[src/fpec_regs.svh]
// Notes on behaviour
// - one 24-bit word programmed; erase page first
// - key 0x55 then 0xAA right before start
// - software puts two idle slots after start
// - software waits whole cycle time before done
// - last page erase also clears configuration words
// - start bit 15 set-only, hardware clears
// - permit bit 14 gates program and erase
// - fault flag bit 13 on improper sequence
// - selector bit 6: erase one, program zero
// - erase codes: 0010 page, 1101 segment
// - program code 0011 word, listed codes nop
// - control bits cleared only by power-on reset
// - control bits 12-7, 5-4 read zero
// - key register write-only, low byte only
// - core stalled while cycle runs; the code stalls only control and key register accesses
// - pages of eight 64-word rows, 1536 bytes
`ifndef FPEC_REGS_SVH
`define FPEC_REGS_SVH

// ****************************************
// host register offsets (AHB byte address)
// ****************************************
`define FPEC_OFF_CTRL     32'h0000_0000
`define FPEC_OFF_KEY      32'h0000_0004
`define FPEC_OFF_STATUS   32'h0000_0008
`define FPEC_OFF_IRQ_STAT 32'h0000_000c
`define FPEC_OFF_IRQ_MASK 32'h0000_0010

// ****************************************
// control register fields
// ****************************************
`define FPEC_BIT_START    15
`define FPEC_BIT_PERMIT   14
`define FPEC_BIT_FAULT    13
`define FPEC_BIT_ERASE    6
`define FPEC_CTRL_RESET   16'h0000
`define FPEC_OP_NONE0     4'h0
`define FPEC_OP_NONE1     4'h1
`define FPEC_OP_PAGE      4'h2
`define FPEC_OP_WORD      4'h3
`define FPEC_OP_NONEC     4'hc
`define FPEC_OP_SEG       4'hd
`define FPEC_OP_NONEF     4'hf
`define FPEC_KEY_FIRST    8'h55
`define FPEC_KEY_SECOND   8'haa

// ****************************************
// memory geometry and timing
// ****************************************
`define FPEC_ROW_WORDS    64
`define FPEC_PAGE_ROWS    8
`define FPEC_PAGE_MASK    24'hfffc00
`define FPEC_IRQ_DONE     0
`define FPEC_IRQ_FAULT    1
`define FPEC_HOLDOFF      2'h2
`define FPEC_CLK_MHZ      64'd250
`define FPEC_T_WORD_NS    64'd47400
`define FPEC_T_ERASE_NS   64'd20000000
`define FPEC_T_SEG_NS     64'd40000000
`define FPEC_CYC(ns)      ((((ns) * `FPEC_CLK_MHZ) + 64'd999) / 64'd1000)

`endif

[src/fpec_pkg.sv]
package fpec_pkg;
  typedef enum logic [1:0] {
    FPEC_IDLE = 2'b00,
    FPEC_RUN  = 2'b01,
    FPEC_FIN  = 2'b10
  } fpec_state_t;

  typedef enum logic [2:0] {
    FPEC_K_NOP  = 3'b000,
    FPEC_K_WORD = 3'b001,
    FPEC_K_PAGE = 3'b010,
    FPEC_K_SEG  = 3'b011,
    FPEC_K_BAD  = 3'b100
  } fpec_kind_t;

  typedef enum logic [1:0] {
    FPEC_KEY_NONE  = 2'b00,
    FPEC_KEY_HALF  = 2'b01,
    FPEC_KEY_ARMED = 2'b10
  } fpec_key_t;
endpackage

[src/fpec_if.sv]
`timescale 1ns/1ps
`default_nettype none
interface fpec_if;
  logic        wr;
  logic        sel;
  logic [15:0] wdata;
  logic [15:0] rdata;
  logic        stall;
  logic        done;
  logic        fault;

  modport dev (
    input  wr,
    input  sel,
    input  wdata,
    output rdata,
    output stall,
    output done,
    output fault
  );

  modport host (
    output wr,
    output sel,
    output wdata,
    input  rdata,
    input  stall,
    input  done,
    input  fault
  );
endinterface
`default_nettype wire

[src/fpec_timer.sv]
`timescale 1ns/1ps
`default_nettype none
module fpec_timer #(
  parameter int W = 28
) (
  input  wire logic         hclk,
  input  wire logic         hresetn,
  input  wire logic         load,
  input  wire logic         abort,
  input  wire logic [W-1:0] count,
  output logic              expired
);
  logic [W-1:0] remain;
  logic         running;

  always_ff @(posedge hclk or negedge hresetn) begin
    if (!hresetn) begin
      remain  <= '0;
      running <= 1'b0;
      expired <= 1'b0;
    end else begin
      expired <= 1'b0;
      if (abort) begin
        running <= 1'b0;
      end else if (load) begin
        remain  <= count - W'(1);
        running <= 1'b1;
      end else if (running) begin
        if (remain == '0) begin
          running <= 1'b0;
          expired <= 1'b1;
        end else begin
          remain <= remain - W'(1);
        end
      end
    end
  end
endmodule
`default_nettype wire

[src/fpec_device.sv]
// The AHB-Lite register port and the placing of the registers were chosen for this implementation.
`timescale 1ns/1ps
`default_nettype none
`include "fpec_regs.svh"
module fpec_device #(
  parameter int          WORD_CYCLES  = int'(`FPEC_CYC(`FPEC_T_WORD_NS)),
  parameter int          ERASE_CYCLES = int'(`FPEC_CYC(`FPEC_T_ERASE_NS)),
  parameter int          SEG_CYCLES   = int'(`FPEC_CYC(`FPEC_T_SEG_NS)),
  parameter logic [23:0] LAST_PAGE    = 24'h005800
) (
  input  wire logic  hclk,
  input  wire logic  hresetn,
  input  wire logic  warm_rstn,
  fpec_if.dev        bus,
  input  wire logic [23:0] tgt_addr,
  input  wire logic [23:0] tgt_data,
  output logic       flash_word_pgm,
  output logic       flash_page_erase,
  output logic       flash_seg_erase,
  output logic [23:0] flash_addr,
  output logic [23:0] flash_data,
  output logic       cfg_clear
);
  import fpec_pkg::*;

  localparam int TW = 28;

  // ****************************************
  // register state
  // ****************************************
  logic        start;
  logic        permit;
  logic        fault;
  logic        erase_sel;
  logic [3:0]  op_field;
  fpec_key_t   key_st;
  fpec_state_t state;
  fpec_kind_t  kind;
  logic        done_p;
  logic        fault_p;

  logic        ctrl_wr;
  logic        key_wr;
  logic        start_req;
  logic        new_permit;
  fpec_kind_t  new_kind;
  logic        launch;
  logic        bad_try;
  logic        abort;
  logic        timer_load;
  logic [TW-1:0] timer_count;
  logic        expired;

  function automatic fpec_kind_t classify(input logic ers,
                                          input logic [3:0] op);
    fpec_kind_t k;
    k = FPEC_K_BAD;
    case (op)
      `FPEC_OP_PAGE: k = ers ? FPEC_K_PAGE : FPEC_K_NOP;
      `FPEC_OP_SEG:  k = ers ? FPEC_K_SEG : FPEC_K_NOP;
      `FPEC_OP_WORD: k = ers ? FPEC_K_NOP : FPEC_K_WORD;
      `FPEC_OP_NONE0, `FPEC_OP_NONE1,
      `FPEC_OP_NONEC, `FPEC_OP_NONEF: k = FPEC_K_NOP;
      default:       k = FPEC_K_BAD;
    endcase
    return k;
  endfunction

  // ****************************************
  // request decode
  // ****************************************
  assign ctrl_wr    = bus.wr & ~bus.sel;
  assign key_wr     = bus.wr & bus.sel;
  // start can only be set by software, never cleared by it
  assign start_req  = ctrl_wr & bus.wdata[`FPEC_BIT_START] & ~start;
  assign new_permit = bus.wdata[`FPEC_BIT_PERMIT];
  assign new_kind   = classify(bus.wdata[`FPEC_BIT_ERASE],
                               bus.wdata[3:0]);
  assign launch     = start_req & (key_st == FPEC_KEY_ARMED)
                    & new_permit & (new_kind != FPEC_K_BAD)
                    & warm_rstn;
  assign bad_try    = start_req & ~launch;
  // a warm reset in mid cycle cuts the array operation short
  assign abort      = ~warm_rstn & (state == FPEC_RUN);

  always_comb begin
    timer_load  = launch & (new_kind != FPEC_K_NOP);
    timer_count = TW'(WORD_CYCLES);
    case (new_kind)
      FPEC_K_PAGE: timer_count = TW'(ERASE_CYCLES);
      FPEC_K_SEG:  timer_count = TW'(SEG_CYCLES);
      default:     timer_count = TW'(WORD_CYCLES);
    endcase
  end

  fpec_timer #(
    .W       (TW)
  ) u_timer (
    .hclk    (hclk),
    .hresetn (hresetn),
    .load    (timer_load),
    .abort   (abort),
    .count   (timer_count),
    .expired (expired)
  );

  // ****************************************
  // control fields, power-on reset only
  // ****************************************
  always_ff @(posedge hclk or negedge hresetn) begin
    if (!hresetn) begin
      permit    <= 1'b0;
      erase_sel <= 1'b0;
      op_field  <= 4'h0;
    end else if (ctrl_wr && state == FPEC_IDLE) begin
      permit    <= bus.wdata[`FPEC_BIT_PERMIT];
      erase_sel <= bus.wdata[`FPEC_BIT_ERASE];
      op_field  <= bus.wdata[3:0];
    end
  end

  always_ff @(posedge hclk or negedge hresetn) begin
    if (!hresetn) begin
      start <= 1'b0;
    end else if (launch) begin
      start <= 1'b1;
    end else if (state == FPEC_FIN || abort) begin
      start <= 1'b0;
    end
  end

  // hardware set wins over a software write in the same cycle
  always_ff @(posedge hclk or negedge hresetn) begin
    if (!hresetn) begin
      fault <= 1'b0;
    end else if (bad_try || abort) begin
      fault <= 1'b1;
    end else if (ctrl_wr) begin
      fault <= bus.wdata[`FPEC_BIT_FAULT];
    end
  end

  // ****************************************
  // unlock key sequence
  // ****************************************
  // a control register write between the two keys breaks the sequence; status and interrupt register writes do not
  always_ff @(posedge hclk or negedge hresetn) begin
    if (!hresetn) begin
      key_st <= FPEC_KEY_NONE;
    end else if (!warm_rstn || ctrl_wr) begin
      key_st <= FPEC_KEY_NONE;
    end else if (key_wr) begin
      if (bus.wdata[7:0] == `FPEC_KEY_FIRST) begin
        key_st <= FPEC_KEY_HALF;
      end else if (key_st == FPEC_KEY_HALF &&
                   bus.wdata[7:0] == `FPEC_KEY_SECOND) begin
        key_st <= FPEC_KEY_ARMED;
      end else begin
        key_st <= FPEC_KEY_NONE;
      end
    end
  end

  // ****************************************
  // cycle sequencer
  // ****************************************
  always_ff @(posedge hclk or negedge hresetn) begin
    if (!hresetn) begin
      state <= FPEC_IDLE;
      kind  <= FPEC_K_NOP;
    end else begin
      case (state)
        FPEC_IDLE: begin
          if (launch) begin
            kind  <= new_kind;
            state <= (new_kind == FPEC_K_NOP) ? FPEC_FIN : FPEC_RUN;
          end
        end
        FPEC_RUN: begin
          if (abort) begin
            state <= FPEC_IDLE;
          end else if (expired) begin
            state <= FPEC_FIN;
          end
        end
        FPEC_FIN: state <= FPEC_IDLE;
        default:  state <= FPEC_IDLE;
      endcase
    end
  end

  always_ff @(posedge hclk or negedge hresetn) begin
    if (!hresetn) begin
      done_p  <= 1'b0;
      fault_p <= 1'b0;
    end else begin
      done_p  <= (state == FPEC_FIN);
      fault_p <= bad_try | abort;
    end
  end

  // ****************************************
  // flash array strobes
  // ****************************************
  // erase base snaps to a 1536-byte page, word program keeps full address
  always_ff @(posedge hclk or negedge hresetn) begin
    if (!hresetn) begin
      flash_word_pgm   <= 1'b0;
      flash_page_erase <= 1'b0;
      flash_seg_erase  <= 1'b0;
      flash_addr       <= 24'h000000;
      flash_data       <= 24'h000000;
      cfg_clear        <= 1'b0;
    end else begin
      cfg_clear <= 1'b0;
      if (timer_load) begin
        flash_word_pgm   <= (new_kind == FPEC_K_WORD);
        flash_page_erase <= (new_kind == FPEC_K_PAGE);
        flash_seg_erase  <= (new_kind == FPEC_K_SEG);
        flash_data       <= tgt_data;
        if (new_kind == FPEC_K_WORD) begin
          flash_addr <= tgt_addr;
        end else begin
          flash_addr <= tgt_addr & `FPEC_PAGE_MASK;
        end
        // last page holds the configuration words
        cfg_clear <= (new_kind == FPEC_K_PAGE) &&
                     ((tgt_addr & `FPEC_PAGE_MASK) == LAST_PAGE);
      end else if (expired || abort) begin
        flash_word_pgm   <= 1'b0;
        flash_page_erase <= 1'b0;
        flash_seg_erase  <= 1'b0;
      end
    end
  end

  // ****************************************
  // core-facing outputs
  // ****************************************
  assign bus.stall = (state != FPEC_IDLE);
  assign bus.done  = done_p;
  assign bus.fault = fault_p;
  assign bus.rdata = {start, permit, fault, 6'h00,
                      erase_sel, 2'b00, op_field};
endmodule
`default_nettype wire

[src/flat_wrapper.sv]
// flat-port wrapper written by rule: the top's interface ports become plain ports
module fpec_device_flat import fpec_pkg::*;
#(
  parameter int          WORD_CYCLES  = int'(`FPEC_CYC(`FPEC_T_WORD_NS)),
  parameter int          ERASE_CYCLES = int'(`FPEC_CYC(`FPEC_T_ERASE_NS)),
  parameter int          SEG_CYCLES   = int'(`FPEC_CYC(`FPEC_T_SEG_NS)),
  parameter logic [23:0] LAST_PAGE    = 24'h005800
)
  (hclk, hresetn, warm_rstn, tgt_addr, tgt_data, flash_word_pgm, flash_page_erase, flash_seg_erase, flash_addr, flash_data, cfg_clear, bus_wr, bus_sel, bus_wdata, bus_rdata, bus_stall, bus_done, bus_fault);
  fpec_if bus_i ();
  input  wire logic hclk;
  input  wire logic hresetn;
  input  wire logic warm_rstn;
  input  wire logic [23:0] tgt_addr;
  input  wire logic [23:0] tgt_data;
  output logic flash_word_pgm;
  output logic flash_page_erase;
  output logic flash_seg_erase;
  output logic [23:0] flash_addr;
  output logic [23:0] flash_data;
  output logic cfg_clear;
  input wire logic [$bits(bus_i.wr)-1:0] bus_wr;
  input wire logic [$bits(bus_i.sel)-1:0] bus_sel;
  input wire logic [$bits(bus_i.wdata)-1:0] bus_wdata;
  output wire logic [$bits(bus_i.rdata)-1:0] bus_rdata;
  output wire logic [$bits(bus_i.stall)-1:0] bus_stall;
  output wire logic [$bits(bus_i.done)-1:0] bus_done;
  output wire logic [$bits(bus_i.fault)-1:0] bus_fault;
  assign bus_i.wr = bus_wr;
  assign bus_i.sel = bus_sel;
  assign bus_i.wdata = bus_wdata;
  assign bus_rdata = bus_i.rdata;
  assign bus_stall = bus_i.stall;
  assign bus_done = bus_i.done;
  assign bus_fault = bus_i.fault;
  fpec_device #(.WORD_CYCLES(WORD_CYCLES), .ERASE_CYCLES(ERASE_CYCLES), .SEG_CYCLES(SEG_CYCLES), .LAST_PAGE(LAST_PAGE)) u_core (.hclk(hclk), .hresetn(hresetn), .warm_rstn(warm_rstn), .bus(bus_i), .tgt_addr(tgt_addr), .tgt_data(tgt_data), .flash_word_pgm(flash_word_pgm), .flash_page_erase(flash_page_erase), .flash_seg_erase(flash_seg_erase), .flash_addr(flash_addr), .flash_data(flash_data), .cfg_clear(cfg_clear));
endmodule
[config.mk]
export PLATFORM = sky130hd
export DESIGN_NAME = fpec_device_flat
export DESIGN_NICKNAME = d
export VERILOG_FILES = /design/src/fpec_pkg.sv /design/src/fpec_if.sv /design/src/fpec_timer.sv /design/src/fpec_device.sv /design/src/flat_wrapper.sv
export VERILOG_INCLUDE_DIRS = /design/src
export SDC_FILE = /design/constraint.sdc
export NUM_CORES = 1
export LEC_CHECK = 0
export ABC_AREA = 1
export BUFFER_PORTS_ARGS = -buffer_cell sky130_fd_sc_hd__buf_2
export CAP_MARGIN = 0
export CORE_MARGIN = 3
export CORE_UTILIZATION = 49
export CTS_CLUSTER_DIAMETER = 60
export DETAILED_ROUTE_END_ITERATION = 10
export GPL_ROUTABILITY_DRIVEN = 0
export GPL_TIMING_DRIVEN = 0
export PLACE_DENSITY = 0.74
export SLEW_MARGIN = 20
export SYNTH_ARGS = -nofsm -noshare
export SYNTH_HDL_FRONTEND = slang
export SYNTH_HIERARCHICAL = 1
export SYNTH_SLANG_ARGS = --single-unit
[constraint.sdc]
create_clock -name hclk -period 2.9 [get_ports hclk]
set_input_delay 0 -clock hclk [delete_from_list [all_inputs] [get_ports hclk]]
set_output_delay 0 -clock hclk [all_outputs]
set_load 0.005 [all_outputs]
* Yosys cells after proc, flatten, opt, wreduce, memory -nomap -nowiden *
Index checks and enable logic that the tools add are counted.

storage, ports and cells
  register bits after elaboration = 96
  bits of input ports = 69
  output and inout bits = 71
  word-level logic and storage cells = 114

cells by class
  $add $sub $neg = 2
  equal/unequal tests = 20
  multiplexer cells = 35
  bitwise operators = 17
  reductions and logical operators = 22

operators by type and width
  operator                 count
  $mux W28                 3
  $sub A28 B1 Y28 const B  2
  $pmux W24 S2             1
  $logic_not A28 Y1        1
  $mux W2                  10
  $mux W1                  18
  $eq A14 B5 Y1 const B    1
  $eq A4 B4 Y1 const B     3
  $pmux W3 S4              1
  $reduce_bool A2 Y1       6
  $and A1 B1 Y1            11
  $mux W10                 1
  $eq A4 B2 Y1 const B     2
  $eq A8 B7 Y1 const B     1
  $eq A8 B8 Y1 const B     1
  $eq A3 B2 Y1 const B     2
  $not A1 Y1               5
  $eq A2 B1 Y1 const B     2
  $eq A2 B2 Y1 const B     2
  $eq A4 B1 Y1 const B     1
  $logic_not A4 Y1         1
  $logic_or A1 B1 Y1       4
  $ne A2 B1 Y1 const B     2
  $pmux W2 S2              1
  12 further kinds         14

* Longest topological paths before layout *
  depth in word-level cells = 12
  depth in mapped cells = 22
  mapped depth without buffers = 19

* Cells and area by module *
The synthesis kept the hierarchy.

modules (own cells, without submodules)
  module       instances  cells an instance  area an instance (um2)  seq. area each (um2)
  fpec_device  1          347                2935.3                  1651.6
  fpec_timer   1          481                2711.4                  750.7

* Worst setup path after synthesis *
No wires, ideal clock.

  path type = reg-to-reg
  start point = reg u_core.start
  end point = reg u_core.u_timer.remain[24]
  arrival = 2.489 ns
  data required time = 2.783 ns
  setup slack = 0.293 ns
  cell stages (with the launch flop) = 21
  path buffers = 3
  period minus slack after synthesis = 2.607 ns
  cell sequence = dfrtp_1 -> inv_1 -> nand2_1 -> nor2_4 -> nand2_1 -> nor2_2 -> nand2_2 -> inv_2 -> buf_6 -> buf_6 -> buf_4 -> o21ai_0 -> inv_1 -> ha_1 -> nand3_1 -> nor2_1 -> nand3_2 -> nor2_4 -> nand3_1 -> nand3_1 -> nand2_1

on the way
  cells in the longest elaborated chain, start to end = 9
  elaborated cells on any way between the ends = 11
  those cells by class = 1 x eq/ne; 1 x mux; 7 x bitwise; 2 x reduce/logical

ends and longest elaborated chain
  item                                                                 line                text
  from (decl)                                                          fpec_device.sv:31   logic start;
  from (signal assigned)                                               fpec_device.sv:124  start <= 1'b0;
  from (signal assigned)                                               fpec_device.sv:126  start <= 1'b1;
  from (signal assigned)                                               fpec_device.sv:128  start <= 1'b0;
  $not A1 Y1 (*)                                                       fpec_device.sv:75   assign start_req = ctrl_wr & bus.wdata[`FPEC_BIT_START] & ~start;
  $and A1 B1 Y1 (*)                                                    fpec_device.sv:75
  $and A1 B1 Y1 (*)                                                    fpec_device.sv:79   assign launch = start_req & (key_st == FPEC_KEY_ARMED)
  $and A1 B1 Y1 (*) (2 in a row)                                       fpec_device.sv:80   & new_permit & (new_kind != FPEC_K_BAD)
  $and A1 B1 Y1 (*)                                                    fpec_device.sv:81   & warm_rstn;
  $and A1 B1 Y1 (*)                                                    fpec_device.sv:87   timer_load = launch & (new_kind != FPEC_K_NOP);
  named net u_core.timer_load                                          fpec_device.sv:50   logic timer_load;
  $ne A2 B1 Y1 (no source line) or $reduce_bool A2 Y1 (tied branches)  -
  $reduce_and A3 Y1 (no source line)                                   -
  to (signal assigned)                                                 fpec_timer.sv:26    remain <= count - W'(1);
  to (signal assigned)                                                 fpec_timer.sv:33    remain <= remain - W'(1);
  to (decl)                                                            fpec_timer.sv:13    logic [W-1:0] remain;

The timed path passes the listed nets; every way through them passes the cells marked *.
A chain may end at the register's enable or synchronous reset.

* Final worst setup path *
Ends and elaborated chain as after synthesis.

==> run metrics <==
Routed wire per std cell=14.6 µm; placed inst area=6590 µm²; max-slew violations=0; area grow syn2layout=35.4%; Synth Instances=828; share of the synthesized area in the top cell type=42.5%; crit-path max FO=10; worst reg2reg setup slack=0.21 ns; Max Cap Violations=0; Synth Register Bits=96; critical path capture point type=flip-flop; crit start category=flip-flop; Worst VDD drop=448 µV; status=complete, no violations; area leader, netlist=dfrtp_1; Clk pin slew, worst setup/hold paths=0.07 ns; DRC errors left=0; Root Driver=clkbuf_16; Final Util=69.3%; reg-to-reg startpoint=u_core/start; Worst-Margin Slew=0.525 ns; clk_skew=0.00717 ns; CTS tree=yes; Vert. Die Dim=113 µm; FF-to-FF path depth=19; Final Instance Area=7640 µm²; core box area=11,000 µm²; fillers=882; # IOs=140; fin crit period=2.69 ns; synth top area cells=dfrtp_1 43%, nand2_1 25%, inv_1 6.2%; n_diodes=0; Critical path origin=u_core/start; final hold slack=0.0210 ns; P_leak=4.32 nW; P per Cell Area=384 nW/µm²; total CTS buffers=9; synthesized area per cell=6.82 µm²; first-pass GRT wire length=28.7 mm; row count=38; DR pass1 iterations=5; Setup violations, final=0; CP arrival=2.93 ns; Post-synth EDFFs=0; initial core utilization=51.2%; FMAX=372 MHz; total congestion overflow=0; hold crit path type=primary input to flip-flop; DP HPWL=11.4 mm; RSZ-0062 raised after global routing=false; gr usage total=27.9%; Power Total=2.94 mW; Cell Area, Synth=5650 µm²; CP peak stage delay=0.39 ns; Post-DRT Antenna Nets=0; Tcrit/Tclk final=92.7%; nets=1,132; Sink Count=96; die width=113 µm; IO Port Bufs=126; DR vias/cell=5.04; number of global-route vias before repair=5,763; largest net degree at the start of global routing=68; Critical-path top delay cell=dfrtp_1; synth warn=6; antenna violations before repair=0; kind of critical path=flip-flop to flip-flop; unique cell type count in the Yosys netlist=29; Post-Route WL=17.6 mm; routed vias=6,088; Data required, critical path=3.14 ns; Top FF cell, synth=dfrtp_1; final hold vios=0; H-tree depth=3; post-synthesis sequential area ratio=42.5%; ratio of cells with drive above 1 in the final layout=20.8%; First DRT Iteration DRCs=645; Skew-Pair Late Insertion Delay=0.36 ns; Slew headroom=65.0%; full die area=12,800 µm²; worst path cell trace=inv_2 > nand2_1 > nor2_4 > nand2_2 > nor2_4 > nand2_2 > inv_4 > buf_12 > buf_8 > o21ai_1 > inv_1 > ha_2 > nand3_1 > nor2_2 > nand3_4 > nor2_4 > nand3_1 > nand3_1 > nand2_1; FF-to-FF End=u_core/u_timer/remain[24]; clk buf depth=2; fraction of registers with async set or reset after synthesis=100%; crit path capture=u_core/u_timer/remain[24]
==> worst min path at each step <==
stage,from,end,slack (ns),cells after the start
6_report,warm_rstn,u_core/key_st[1],0.02,5
5_1_grt,warm_rstn,u_core/key_st[1],0.04,5
4_1_cts,warm_rstn,u_core/key_st[1],0.004,5
3_5_place_dp,hresetn,u_core/flash_addr[1],-0.10,1
3_3_place_gp,tgt_data[12],u_core/flash_data[12],0.19,3
2_1_floorplan,hresetn,u_core/bus.done,-0.30,0
==> logic make-up after synthesis <==
kind of cell / after synthesis / share of synthesized area, %
AO/OA/AOI/OAI: 52 / 4.85
XOR/XNOR: 3 / 0.465
AND/OR/NAND/NOR: 536 / 39.5
adder cells (fa/ha/maj): 1 / 0.222
buffers and inverters: 136 / 11.9
other: 2 / 0.133
flip-flops: 96 / 42.5
multiplexers: 2 / 0.377
==> layer usage <==
| metal | share of wire (%) | global-route usage, % | routed length (µm) |
|---|---|---|---|
| met4 | 3.1 | 12.0 | 549 |
| met3 | 7.9 | 5.29 | 1390 |
| met2 | 47 | 46.4 | 8300 |
| met1 | 42 | 35.6 | 7330 |
| met5 | 0 | 0 | 0 |
==> final cells by class <==
cell class                      instances  area [µm²]  share of cell area [%]
Sequential cell                        96        2400                    31.4
Clock buffer                            9         225                    2.95
Buffer                                 39         315                    4.12
Multi-Input combinational cell        624        2720                    35.6
Inverter                               96         365                    4.78
Clock inverter                          7         103                    1.34
Tap cell                              140         175                    2.29
Timing Repair Buffer                  196        1340                    17.5
==> critical path, delay by kind of cell, from the launching register on <==
family                     cells  cell delay, ns
and+or+nand+nor               12            1.38
buffers and inverters          5            0.49
DFF                            1            0.39
adders and majority gates      1            0.20
AOI/OAI and AO/OA              1            0.09
==> layout by cell type, fill, tap and decap left out, types with 12 or more instances in the layout <==
cell type / synthesis / final
buf_2: 8 / 133
buf_4: 14 / 21
dlygate4sd3_1: 0 / 61
conb_1: 2 / 29
dfrtp_1: 96 / 96
nand2_1: 374 / 372
nand3_1: 59 / 59
o21ai_0: 40 / 39
inv_1: 94 / 93
buf_6: 13 / 12
nor2_1: 60 / 59
==> sequential cells by signal (all words and copies together) (netlist names), 2 cells and up <==
register,flops
u_core/state,2
u_core/u_timer/remain,28
u_core/op_field,4
u_core/key_st,2
u_core/flash_addr,24
u_core/flash_data,24
==> stage by stage <==
step | worst slack, ns | cells | setup TNS [ns]
2_1_floorplan | 0.293 | 855 | 0
3_3_place_gp | -0.242 | 1121 | -2.32
3_5_place_dp | -0.259 | 1122 | -3.14
4_1_cts | 0.0140 | 1203 | 0
5_1_grt | 0.00719 | 1207 | 0
6_report | 0.211 | 1207 | 0
==> report_power, final <==
group | internal [mW] | switching [mW]
clock network | 0.769 | 0.566
registers | 1.35 | 0.00837
logic | 0.129 | 0.114
total | 2.25 | 0.688
==> cell usage after synthesis, types with 3 or more instances <==
master,instances
buf_6,13
nand4_1,9
nor3_1,3
buf_4,14
nor2_1,60
buf_2,8
nor2_2,10
nand2_2,5
nor2_4,5
nand3_1,59
nand2_1,374
o21ai_1,6
nor4_1,6
xor2_1,3
o21ai_2,3
nand3_2,4
o21ai_0,40
inv_1,94
dfrtp_1,96
clkbuf_1,5
==> repair_timing <==
item                       CTS  global route
hold endpoints to repair   154             0
setup buffers                3             5
resized for setup            8             9
gates cloned                 1             0
pin swaps                    5             3
hold buffers                61             0
setup endpoints to repair   27            27
Note: power is estimated with default switching activity, not from simulation.
